File: src/iptun_pkg.sv
package iptun_pkg;

  ////////////////////////////////////////////////////////////////////////////
  // widths and table geometry
  localparam int IDX_W     = 4;
  localparam int TBL_DEPTH = 16;
  localparam int LEG_W     = 8;

  ////////////////////////////////////////////////////////////////////////////
  // header encodings
  localparam logic [3:0]  IPV4_VER       = 4'h4;
  localparam logic [3:0]  IHL_NO_OPTIONS = 4'h5;
  localparam logic [7:0]  PROTO_GRE      = 8'h2f;
  localparam logic [7:0]  PROTO_IP4IN4   = 8'h04;
  localparam logic [7:0]  PROTO_IP6IN4   = 8'h29;
  localparam logic [15:0] GRE_TYPE_IP4   = 16'h0800;
  localparam logic [15:0] GRE_TYPE_IP6   = 16'h86dd;
  localparam logic [2:0]  GRE_VERSION    = 3'h0;
  localparam logic [15:0] GRE_FLAGS_WORD = 16'h0000;
  localparam logic [15:0] OUTER_ID_WORD  = 16'h0000;
  localparam logic [15:0] OUTER_FRAG     = 16'h0000;
  localparam logic [15:0] IP4_HDR_LEN    = 16'h0014;
  localparam logic [15:0] GRE_HDR_LEN    = 16'h0004;
  localparam logic [15:0] GRE_CSUM_LEN   = 16'h0008;
  localparam logic [15:0] ZERO_LEN       = 16'h0000;

  ////////////////////////////////////////////////////////////////////////////
  // virtual devices, mask mode, multicast mac mapping
  localparam logic [1:0]  VD_MC_L3       = 2'h0;
  localparam logic [1:0]  VD_SECOND_RND  = 2'h2;
  localparam logic [1:0]  VD_NONE        = 2'h3;
  localparam logic [1:0]  MASK_MODE_ENC  = 2'h2;
  localparam logic [24:0] MC4_MAC_PREFIX = 25'h0200bc;
  localparam logic [15:0] MC6_MAC_PREFIX = 16'h3333;
  localparam logic [IDX_W-1:0] IDX_NONE  = 4'h0;

  // tunnel type seen by the frame classifier, one-hot
  typedef enum logic [3:0] {
    TT_NONE = 4'b0001,
    TT_IP4  = 4'b0010,
    TT_IP6  = 4'b0100,
    TT_GRE  = 4'b1000
  } iptun_ttype_t;

  // one frame descriptor offered to the block
  typedef struct packed {
    logic             round2;      // second processing round
    logic             wasEncap;    // round two: frame was wrapped in round one
    logic             mcast;       // inner ip multicast
    logic             mcL3Pass;    // multicast pass through the l3 virtual device
    logic             innerIsV6;   // inner layer is ipv6
    logic [15:0]      innerLen;    // inner ip packet length in bytes
    logic [127:0]     innerDstIp;  // inner destination address, ipv4 in low bits
    logic [IDX_W-1:0] lpmIdx;      // next-hop action index
    logic [IDX_W-1:0] nextHopIdx;  // next-hop table index
    logic [IDX_W-1:0] legIdx;      // egress leg index
    logic [1:0]       mcMaskMode;  // per-leg multicast mask mode
    logic [IDX_W-1:0] mcMaskIdx;   // per-leg multicast mask index
    logic [3:0]       outerVer;    // parsed outer version
    logic [3:0]       outerIhl;    // parsed outer header length
    logic [7:0]       outerProto;  // parsed outer protocol
    logic             greC;        // parsed gre checksum flag
    logic [2:0]       greVer;      // parsed gre version
    logic [15:0]      greType;     // parsed gre protocol type
    logic [IDX_W-1:0] outerSrcIdx; // index that the outer source matched
    logic [LEG_W-1:0] nextLeg;     // leg for the second round
  } iptun_req_t;

  // router leg decapsulation configuration
  typedef struct packed {
    logic             decapEnable;
    logic [IDX_W-1:0] srcCheckIdx; // zero disables the source check
    logic             typeCheck;
    iptun_ttype_t     allowedType;
  } iptun_leg_t;

  // one outer ipv4 template entry
  typedef struct packed {
    logic [31:0] srcIp;
    logic [31:0] dstIp;
    logic [7:0]  ttl;
    logic [7:0]  tos;
    logic        useGre;
  } iptun_tmpl_t;

  // decision and outer header for one frame
  typedef struct packed {
    logic             encap;
    logic             decap;
    logic             drop;
    logic [IDX_W-1:0] encapIdx;
    iptun_tmpl_t      tmpl;
    logic [3:0]       ihl;
    logic [7:0]       outerProto;
    logic [15:0]      greType;
    logic [15:0]      totalLen;
    logic [15:0]      checksum;
    logic [15:0]      stripLen;
    logic             stripEth;
    logic             routeInner;
    logic             l2Pass;
    logic [1:0]       loopVd;
    logic [LEG_W-1:0] loopLeg;
    logic             dmacValid;
    logic [47:0]      dmac;
  } iptun_res_t;

endpackage

File: src/iptun_control.sv
`timescale 1ns/1ps

// Function
// - inner layer ipv4 or ipv6, outer layer always ipv4
// - two rounds; round one loops to virtual device 2 with next leg
// - encapsulating round one: bridge, route inner, strip ethernet, add outer ip/gre
// - decapsulating round one: route outer, strip ethernet, validate, remove outer ip/gre
// - round two routes outer if wrapped, inner if unwrapped, then bridges egress
// - packets between routing stages carry no ethernet, vlan or port
// - multicast rounds have an l2 pass and an l3 virtual device pass
// - non-zero index wraps packet and returns it for outer routing
// - unicast index: action, then next-hop entry, then egress leg; zero unspecified
// - multicast index: mask config when mode is 2, else egress leg
// - no non-zero index means no encapsulation
// - non-zero index looks up the outer template table
// - classifier determines tunnel type of each received frame
// - decapsulate only when leg decapsulation enable is set
// - optional per-leg checks of outer source index and tunnel type
// - decapsulated multicast gets standard ip-to-ethernet multicast mac
// - simple tunnel: one egress leg maps to one tunnel index
// - gre: protocol 47, checksum flag 0, version 0, type by inner version
// - received gre with checksum flag set is accepted
// - plain tunnel: protocol 41 for ipv6, 4 for ipv4
// - added outer header has no options
module iptun_control (
  input  wire logic                       clk,        // core clock
  input  wire logic                       sys_rst,    // synchronous reset
  input  wire logic                       reqValid,   // descriptor offered
  input  wire iptun_pkg::iptun_req_t      req,        // descriptor
  input  wire iptun_pkg::iptun_leg_t      legCfg,     // ingress leg config
  input  wire logic                       tblWrite,   // template write strobe
  input  wire logic [iptun_pkg::IDX_W-1:0] tblAddr,   // template index
  input  wire iptun_pkg::iptun_tmpl_t     tblData,    // template contents
  output logic                            resValid,   // decision ready
  output iptun_pkg::iptun_res_t           res         // decision
);

  ////////////////////////////////////////////////////////////////////////////
  // state
  typedef struct packed {
    iptun_pkg::iptun_tmpl_t [iptun_pkg::TBL_DEPTH-1:0] tbl;
    logic                                             valid;
    iptun_pkg::iptun_res_t                            res;
  } iptun_state_t;

  iptun_state_t state;
  iptun_state_t next_state;

  iptun_pkg::iptun_ttype_t    rxType;
  logic                       outerOk;
  logic                       srcOk;
  logic                       typeOk;
  logic                       decapHit;
  logic [iptun_pkg::IDX_W-1:0] selIdx;
  iptun_pkg::iptun_tmpl_t     tmpl;
  logic [15:0]                hdrLen;
  logic [15:0]                totLen;
  logic [7:0]                 proto;
  logic [15:0]                greType;

  // ones-complement header checksum over the ten header words
  function automatic logic [15:0] hdrCsum(input logic [9:0][15:0] w);
    logic [19:0] sum;
    sum = '0;
    for (int i = 0; i < 10; i++) begin
      sum = sum + {4'h0, w[i]};
    end
    sum = {4'h0, sum[15:0]} + {16'h0000, sum[19:16]};
    sum = {4'h0, sum[15:0]} + {16'h0000, sum[19:16]};
    return ~sum[15:0];
  endfunction

  ////////////////////////////////////////////////////////////////////////////
  // classifier: tunnel type and validity of the received outer layer
  always_comb begin
    rxType  = iptun_pkg::TT_NONE;
    outerOk = (req.outerVer == iptun_pkg::IPV4_VER) && (req.outerIhl >= iptun_pkg::IHL_NO_OPTIONS);
    case (req.outerProto)
      iptun_pkg::PROTO_IP4IN4: rxType = iptun_pkg::TT_IP4;
      iptun_pkg::PROTO_IP6IN4: rxType = iptun_pkg::TT_IP6;
      iptun_pkg::PROTO_GRE: begin
        rxType = iptun_pkg::TT_GRE;
        // checksum flag set or clear both accepted, version and type checked
        outerOk = outerOk && (req.greVer == iptun_pkg::GRE_VERSION) &&
                  ((req.greType == iptun_pkg::GRE_TYPE_IP4) || (req.greType == iptun_pkg::GRE_TYPE_IP6));
      end
      default: rxType = iptun_pkg::TT_NONE;
    endcase
  end

  // per-leg decap checks; zero source index disables the source check
  assign srcOk    = (legCfg.srcCheckIdx == iptun_pkg::IDX_NONE) ||
                    (legCfg.srcCheckIdx == req.outerSrcIdx);
  assign typeOk   = !legCfg.typeCheck || (legCfg.allowedType == rxType);
  assign decapHit = !req.round2 && legCfg.decapEnable && (rxType != iptun_pkg::TT_NONE) &&
                    srcOk && typeOk;

  ////////////////////////////////////////////////////////////////////////////
  // encapsulation index precedence, first non-zero wins
  always_comb begin
    selIdx = iptun_pkg::IDX_NONE;
    if (req.mcast) begin
      if (req.mcMaskMode == iptun_pkg::MASK_MODE_ENC && req.mcMaskIdx != iptun_pkg::IDX_NONE) begin
        selIdx = req.mcMaskIdx;
      end else begin
        selIdx = req.legIdx;
      end
    end else if (req.lpmIdx != iptun_pkg::IDX_NONE) begin
      selIdx = req.lpmIdx;
    end else if (req.nextHopIdx != iptun_pkg::IDX_NONE) begin
      selIdx = req.nextHopIdx;
    end else begin
      selIdx = req.legIdx;
    end
  end

  ////////////////////////////////////////////////////////////////////////////
  // outer header: template lookup, protocol, length
  assign tmpl    = state.tbl[selIdx];
  assign greType = req.innerIsV6 ? iptun_pkg::GRE_TYPE_IP6 : iptun_pkg::GRE_TYPE_IP4;
  assign hdrLen  = tmpl.useGre ? (iptun_pkg::IP4_HDR_LEN + iptun_pkg::GRE_HDR_LEN) : iptun_pkg::IP4_HDR_LEN;
  assign totLen  = hdrLen + req.innerLen;

  // outer is always ipv4; protocol follows inner version or gre
  always_comb begin
    if (tmpl.useGre) begin
      proto = iptun_pkg::PROTO_GRE;
    end else if (req.innerIsV6) begin
      proto = iptun_pkg::PROTO_IP6IN4;
    end else begin
      proto = iptun_pkg::PROTO_IP4IN4;
    end
  end

  ////////////////////////////////////////////////////////////////////////////
  // next state: template writes and one registered decision per descriptor
  always_comb begin
    next_state       = state;
    next_state.valid = reqValid;
    if (tblWrite) begin
      next_state.tbl[tblAddr] = tblData;
    end
    if (reqValid) begin
      next_state.res          = '0;
      next_state.res.loopVd   = iptun_pkg::VD_NONE;
      next_state.res.ihl      = iptun_pkg::IHL_NO_OPTIONS;
      // multicast: the l3 pass goes via its virtual device, the other bridges
      next_state.res.l2Pass   = !(req.mcast && req.mcL3Pass);
      if (!req.round2) begin
        if (decapHit) begin
          // decap: route outer, strip ethernet, drop if outer layer is bad
          next_state.res.decap      = outerOk;
          next_state.res.drop       = !outerOk;
          next_state.res.routeInner = 1'b0;
          next_state.res.stripEth   = 1'b1;
          if (rxType == iptun_pkg::TT_GRE) begin
            next_state.res.stripLen = iptun_pkg::IP4_HDR_LEN +
                                      (req.greC ? iptun_pkg::GRE_CSUM_LEN : iptun_pkg::GRE_HDR_LEN);
          end else begin
            next_state.res.stripLen = iptun_pkg::IP4_HDR_LEN;
          end
        end else if (selIdx != iptun_pkg::IDX_NONE) begin
          // encap: route inner, strip ethernet, prepend outer header
          next_state.res.encap      = 1'b1;
          next_state.res.encapIdx   = selIdx;
          next_state.res.tmpl       = tmpl;
          next_state.res.routeInner = 1'b1;
          next_state.res.stripEth   = 1'b1;
          next_state.res.outerProto = proto;
          next_state.res.greType    = tmpl.useGre ? greType : iptun_pkg::ZERO_LEN;
          next_state.res.totalLen   = totLen;
          next_state.res.checksum   = hdrCsum({
            {iptun_pkg::IPV4_VER, iptun_pkg::IHL_NO_OPTIONS, tmpl.tos}, totLen,
            iptun_pkg::OUTER_ID_WORD, iptun_pkg::OUTER_FRAG, {tmpl.ttl, proto}, 16'h0000,
            tmpl.srcIp[31:16], tmpl.srcIp[15:0], tmpl.dstIp[31:16], tmpl.dstIp[15:0]});
        end else begin
          // nothing selected: forward unchanged
          next_state.res.routeInner = 1'b1;
        end
        // both tunnel paths come back through the second-round device
        if (next_state.res.encap || next_state.res.decap) begin
          next_state.res.loopVd  = iptun_pkg::VD_SECOND_RND;
          next_state.res.loopLeg = req.nextLeg;
          next_state.res.l2Pass  = 1'b0;
        end
      end else begin
        // round two: wrapped frames route outer, unwrapped route inner
        next_state.res.routeInner = !req.wasEncap;
        next_state.res.l2Pass     = 1'b1;
        if (!req.wasEncap && req.mcast) begin
          next_state.res.dmacValid = 1'b1;
          if (req.innerIsV6) begin
            next_state.res.dmac = {iptun_pkg::MC6_MAC_PREFIX, req.innerDstIp[31:0]};
          end else begin
            next_state.res.dmac = {iptun_pkg::MC4_MAC_PREFIX, req.innerDstIp[22:0]};
          end
        end
      end
    end
  end

  // registered state; the template table survives reset on purpose to spare area
  always_ff @(posedge clk) begin
    if (sys_rst) begin
      state.valid <= 1'b0;
      state.res   <= '0;
      state.tbl   <= next_state.tbl;
    end else begin
      state <= next_state;
    end
  end

  assign resValid = state.valid;
  assign res      = state.res;
endmodule

File: config.mk
export PLATFORM = sky130hd
export DESIGN_NAME = iptun_control
export DESIGN_NICKNAME = d
export VERILOG_FILES = /design/src/iptun_pkg.sv /design/src/iptun_control.sv
export SDC_FILE = /design/constraint.sdc
export NUM_CORES = 2
export LEC_CHECK = 0
export ABC_AREA = 1
export CAP_MARGIN = 20
export CORE_MARGIN = 8
export CORE_UTILIZATION = 24
export DETAILED_ROUTE_END_ITERATION = 10
export DONT_BUFFER_PORTS = 1
export GPL_TIMING_DRIVEN = 0
export PLACE_DENSITY_LB_ADDON = 0.12
export SLEW_MARGIN = 20
export SYNTH_ARGS = -nofsm -noshare
export SYNTH_HDL_FRONTEND = slang
export SYNTH_SLANG_ARGS = --single-unit
export TNS_END_PERCENT = 10
File: constraint.sdc
create_clock -name clk -period 8.63 [get_ports clk]
set_clock_uncertainty 0.2 [all_clocks]
set_input_delay 0.4315 -clock clk [delete_from_list [all_inputs] [get_ports clk]]
set_output_delay 0.4315 -clock clk [all_outputs]
set_load 0.02 [all_outputs]
==> results_dict.tcl <==
set metrics [dict create \
    synth_seq_area_share_pct 65.74 \
    crit_type "primary input to flip-flop" \
    core-area_sq_mm 0.2677 \
    syn_to_final_growth_pct 23.44 \
    use_met3_pct 2.854 \
    numCtsBuffers 176 \
    synth-seq-cells 1471 \
    crit_start "req[212]" \
    path_max_fanout 5 \
    irDropWorstVdd_mv 0.6702 \
    worst_slack_ps -657.8 \
    die_x_um 534.5 \
    drc 0 \
    p_per_area_mw_per_mm2 340.4 \
    reg2regPathDepth 51 \
    worst_pin_slew_ps 1133 \
    met1_usage_pct 23.06 \
    status "complete, but fails checks" \
    placed_area_sq_mm 0.07107 \
    start_util_pct 24.11 \
    synth_enable_flop_cells 1296 \
    antenna_found_initial 44 \
    first_global_vias 44353 \
    ys_types 48 \
    p_sw_share_pct 40.23 \
    io_buffers 0 \
    min_from "tblAddr[0]" \
    drt_first_pass_iters 6 \
    top_usage_layer "met2" \
    slowest_stage "fa_1" \
    pre_cts_slack_ps -3912 \
    layout.nets 6624 \
    layout_min_cycle_time_ps 9288 \
    wl_per_cell_um 26.50 \
    grtUsageMet2_pct 30.55 \
    slew_headroom_pct 24.46 \
    die_area_sq_mm 0.2857 \
    drt_iter0_markers 3113 \
    cts_tree "done" \
    grt_pass1_wl_um 360600 \
    fin_util_pct 29.76 \
    synth_flop_cell "edfxtp_1" \
    dieHeight_um 534.5 \
    wirelength_um 262700 \
    gp_congestion 0.8639 \
    slew_violations 0 \
    io_pins 541 \
    synth.area.top_cells "edfxtp_1, nand2_1, dfxtp_1, nand3_1, o211ai_1" \
    r2r_start "state[632]$_DFFE_PP_" \
    overflow 0 \
    netlist_instances 5645 \
    leakage_uw 0.02892 \
    num_vias 44476 \
    track_usage_pct 17.78 \
    pwr-share-comb_pct 44.3 \
    grt_max_degree 22 \
    setup_viol 12 \
    violations "negative setup slack" \
    post-route-period-util_pct 107.6 \
    tns_ps -6205 \
    clkTransAtPathRegs_ps 60 \
    drtAntennaViolNets 0 \
    startpoint_type "primary input" \
    path_common_cell "nand2_1" \
    hold_depth 3 \
    power.switching_uw 10910 \
    slowest_delay_ps 550 \
    avgSynthCellArea_sq_um 11.43 \
    yosys.area.top_type_share_pct 60.31 \
    hold_path_class "primary input to flip-flop" \
    p_seq_share_pct 29.5 \
    clockRootBuffer "clkbuf_16" \
    yosysWarnings 0 \
    end_kind "flip-flop" \
    insertion_delay_ps 830 \
    synthArstFlopShare_pct 0 \
    p_clk_share_pct 26.1 \
    required_ps 9170 \
    final_layout_size_suffix_gt1_share_pct 19.44 \
    p_int_uw 16200 \
    fin_area_sq_mm 0.07965 \
    cts_buffer_depth 3 \
    htree_num_levels 4 \
    maxCapViolCount 0 \
    hpwlAfterDp_um 195000 \
    crit_arrival_ps 9830 \
    hold_viol_final 0 \
    timing.fmax_mhz 107.7 \
    syn_area_sq_mm 0.06453 \
    vias_per_cell 4.488 \
    p_total_uw 27110 \
    cts_sinks 1471 \
    rows 190 \
    rsz0062_at_grt "true" \
    synth_largest_area_cell "edfxtp_1" \
]
## what timing repair did
item / CTS / global route
endpoints found under the hold margin: 1513 / 0
hold buffers: 177 / 0
setup endpoints to repair: 16 / 16
resized for setup: 141 / 108
cloned: 0 / 0
setup buffers: 46 / 24
pin swaps: 49 / 60
## flip-flops by register name, summed over array words and instances, names as in the netlist
register	count
resValid	1
state	1296
res	174
## per-layer routing
metal	routed length (um)	share of wire, %
met5	175	0.067
met4	8040	3.1
met3	14210	5.4
met2	126300	48
met1	113900	43
## worst max-delay path, delay by kind of cell
kind | cells | cell delay [ps]
and+or+nand+nor | 28 | 3420
buffers and inverters | 10 | 1250
AOI/OAI and AO/OA | 6 | 950
xor gates and xnor gates | 2 | 280
adders and majority gates | 10 | 3400
## per-stage QoR
step,hold slack [ps],instances
floorplan,245.7,5676
global placement,253.7,9228
detailed placement,255.9,9329
CTS,3.092,9876
global route,62.69,9904
finish,82.42,9911
## cells in the mapped netlist (all sizes together) (5+ instances only)
cell type and instances:
o21bai 37, buf 379, ha 39, nand3b 11, nand4 14, xor2 11
inv 300, a31oi 5, fa 69, dfxtp 175, nand3 528, o211ai 341
nor4 8, clkbuf 159, nor3 10, nand2 1518, edfxtp 1296, or2 298
a21oi 190, nor2 113, o21ai 70, xnor2 11, a21o 51
## layout make-up
cell class / count / area (sq um)
fillers: 27470 / 188000
flip-flops and latches: 1471 / 42420
multi-input cells: 3367 / 18490
clock buffers: 241 / 4882
well taps: 3552 / 4444
repair buffers: 348 / 4173
plain buffers: 538 / 3542
inverters: 300 / 1142
clock inverters: 84 / 528.0
diodes: 10 / 25.02
## power groups by stage
stage	combinational, uW	sequential (uW)	clock [uW]
4_1_cts	11400	8000	7280
2_1_floorplan	7560	8120	0
3_5_place_dp	10400	8150	0
6_report	12000	8000	7090
3_3_place_gp	10300	8170	0
5_1_grt	13500	8010	7520
## layout by cell type (no fill, tap or decap), types with 29 or more instances in the layout
cell type	netlist	routed
a21o_1	51	51
a21oi_1	190	184
buf_12	0	63
buf_2	75	67
buf_4	254	340
clkbuf_1	157	168
clkbuf_16	0	185
clkbuf_2	2	39
clkinv_1	0	45
conb_1	1	32
dfxtp_1	175	175
dlygate4sd3_1	0	177
edfxtp_1	1296	1296
fa_1	69	67
ha_1	39	29
inv_1	295	285
nand2_1	1511	1495
nand3_1	523	513
nor2_1	100	68
o211ai_1	341	341
o21ai_0	66	63
o21bai_1	37	37
or2_2	297	296
## worst paths after layout
path	endpoint	slack (ps)
min	state[1175]$_DFFE_PP_	80
max reg2reg	res[90]$_SDFFE_PP0P_	-330
max	res[90]$_SDFFE_PP0P_	-660
min reg2reg	res[88]$_SDFFE_PP0P_	260
## kinds of logic after synthesis
| group | Yosys count | synth area share [%] |
|---|---|---|
| compound gates | 703 | 7.184 |
| xor+xnor | 22 | 0.2986 |
| fa+ha+maj | 108 | 2.897 |
| buf+inv | 838 | 6.763 |
| flops | 1471 | 65.74 |
| mux | 1 | 0.03490 |
| other cells | 1 | 0.005812 |
| simple gates | 2501 | 17.07 |
No activity file was read; power rests on OpenSTA's default activity.
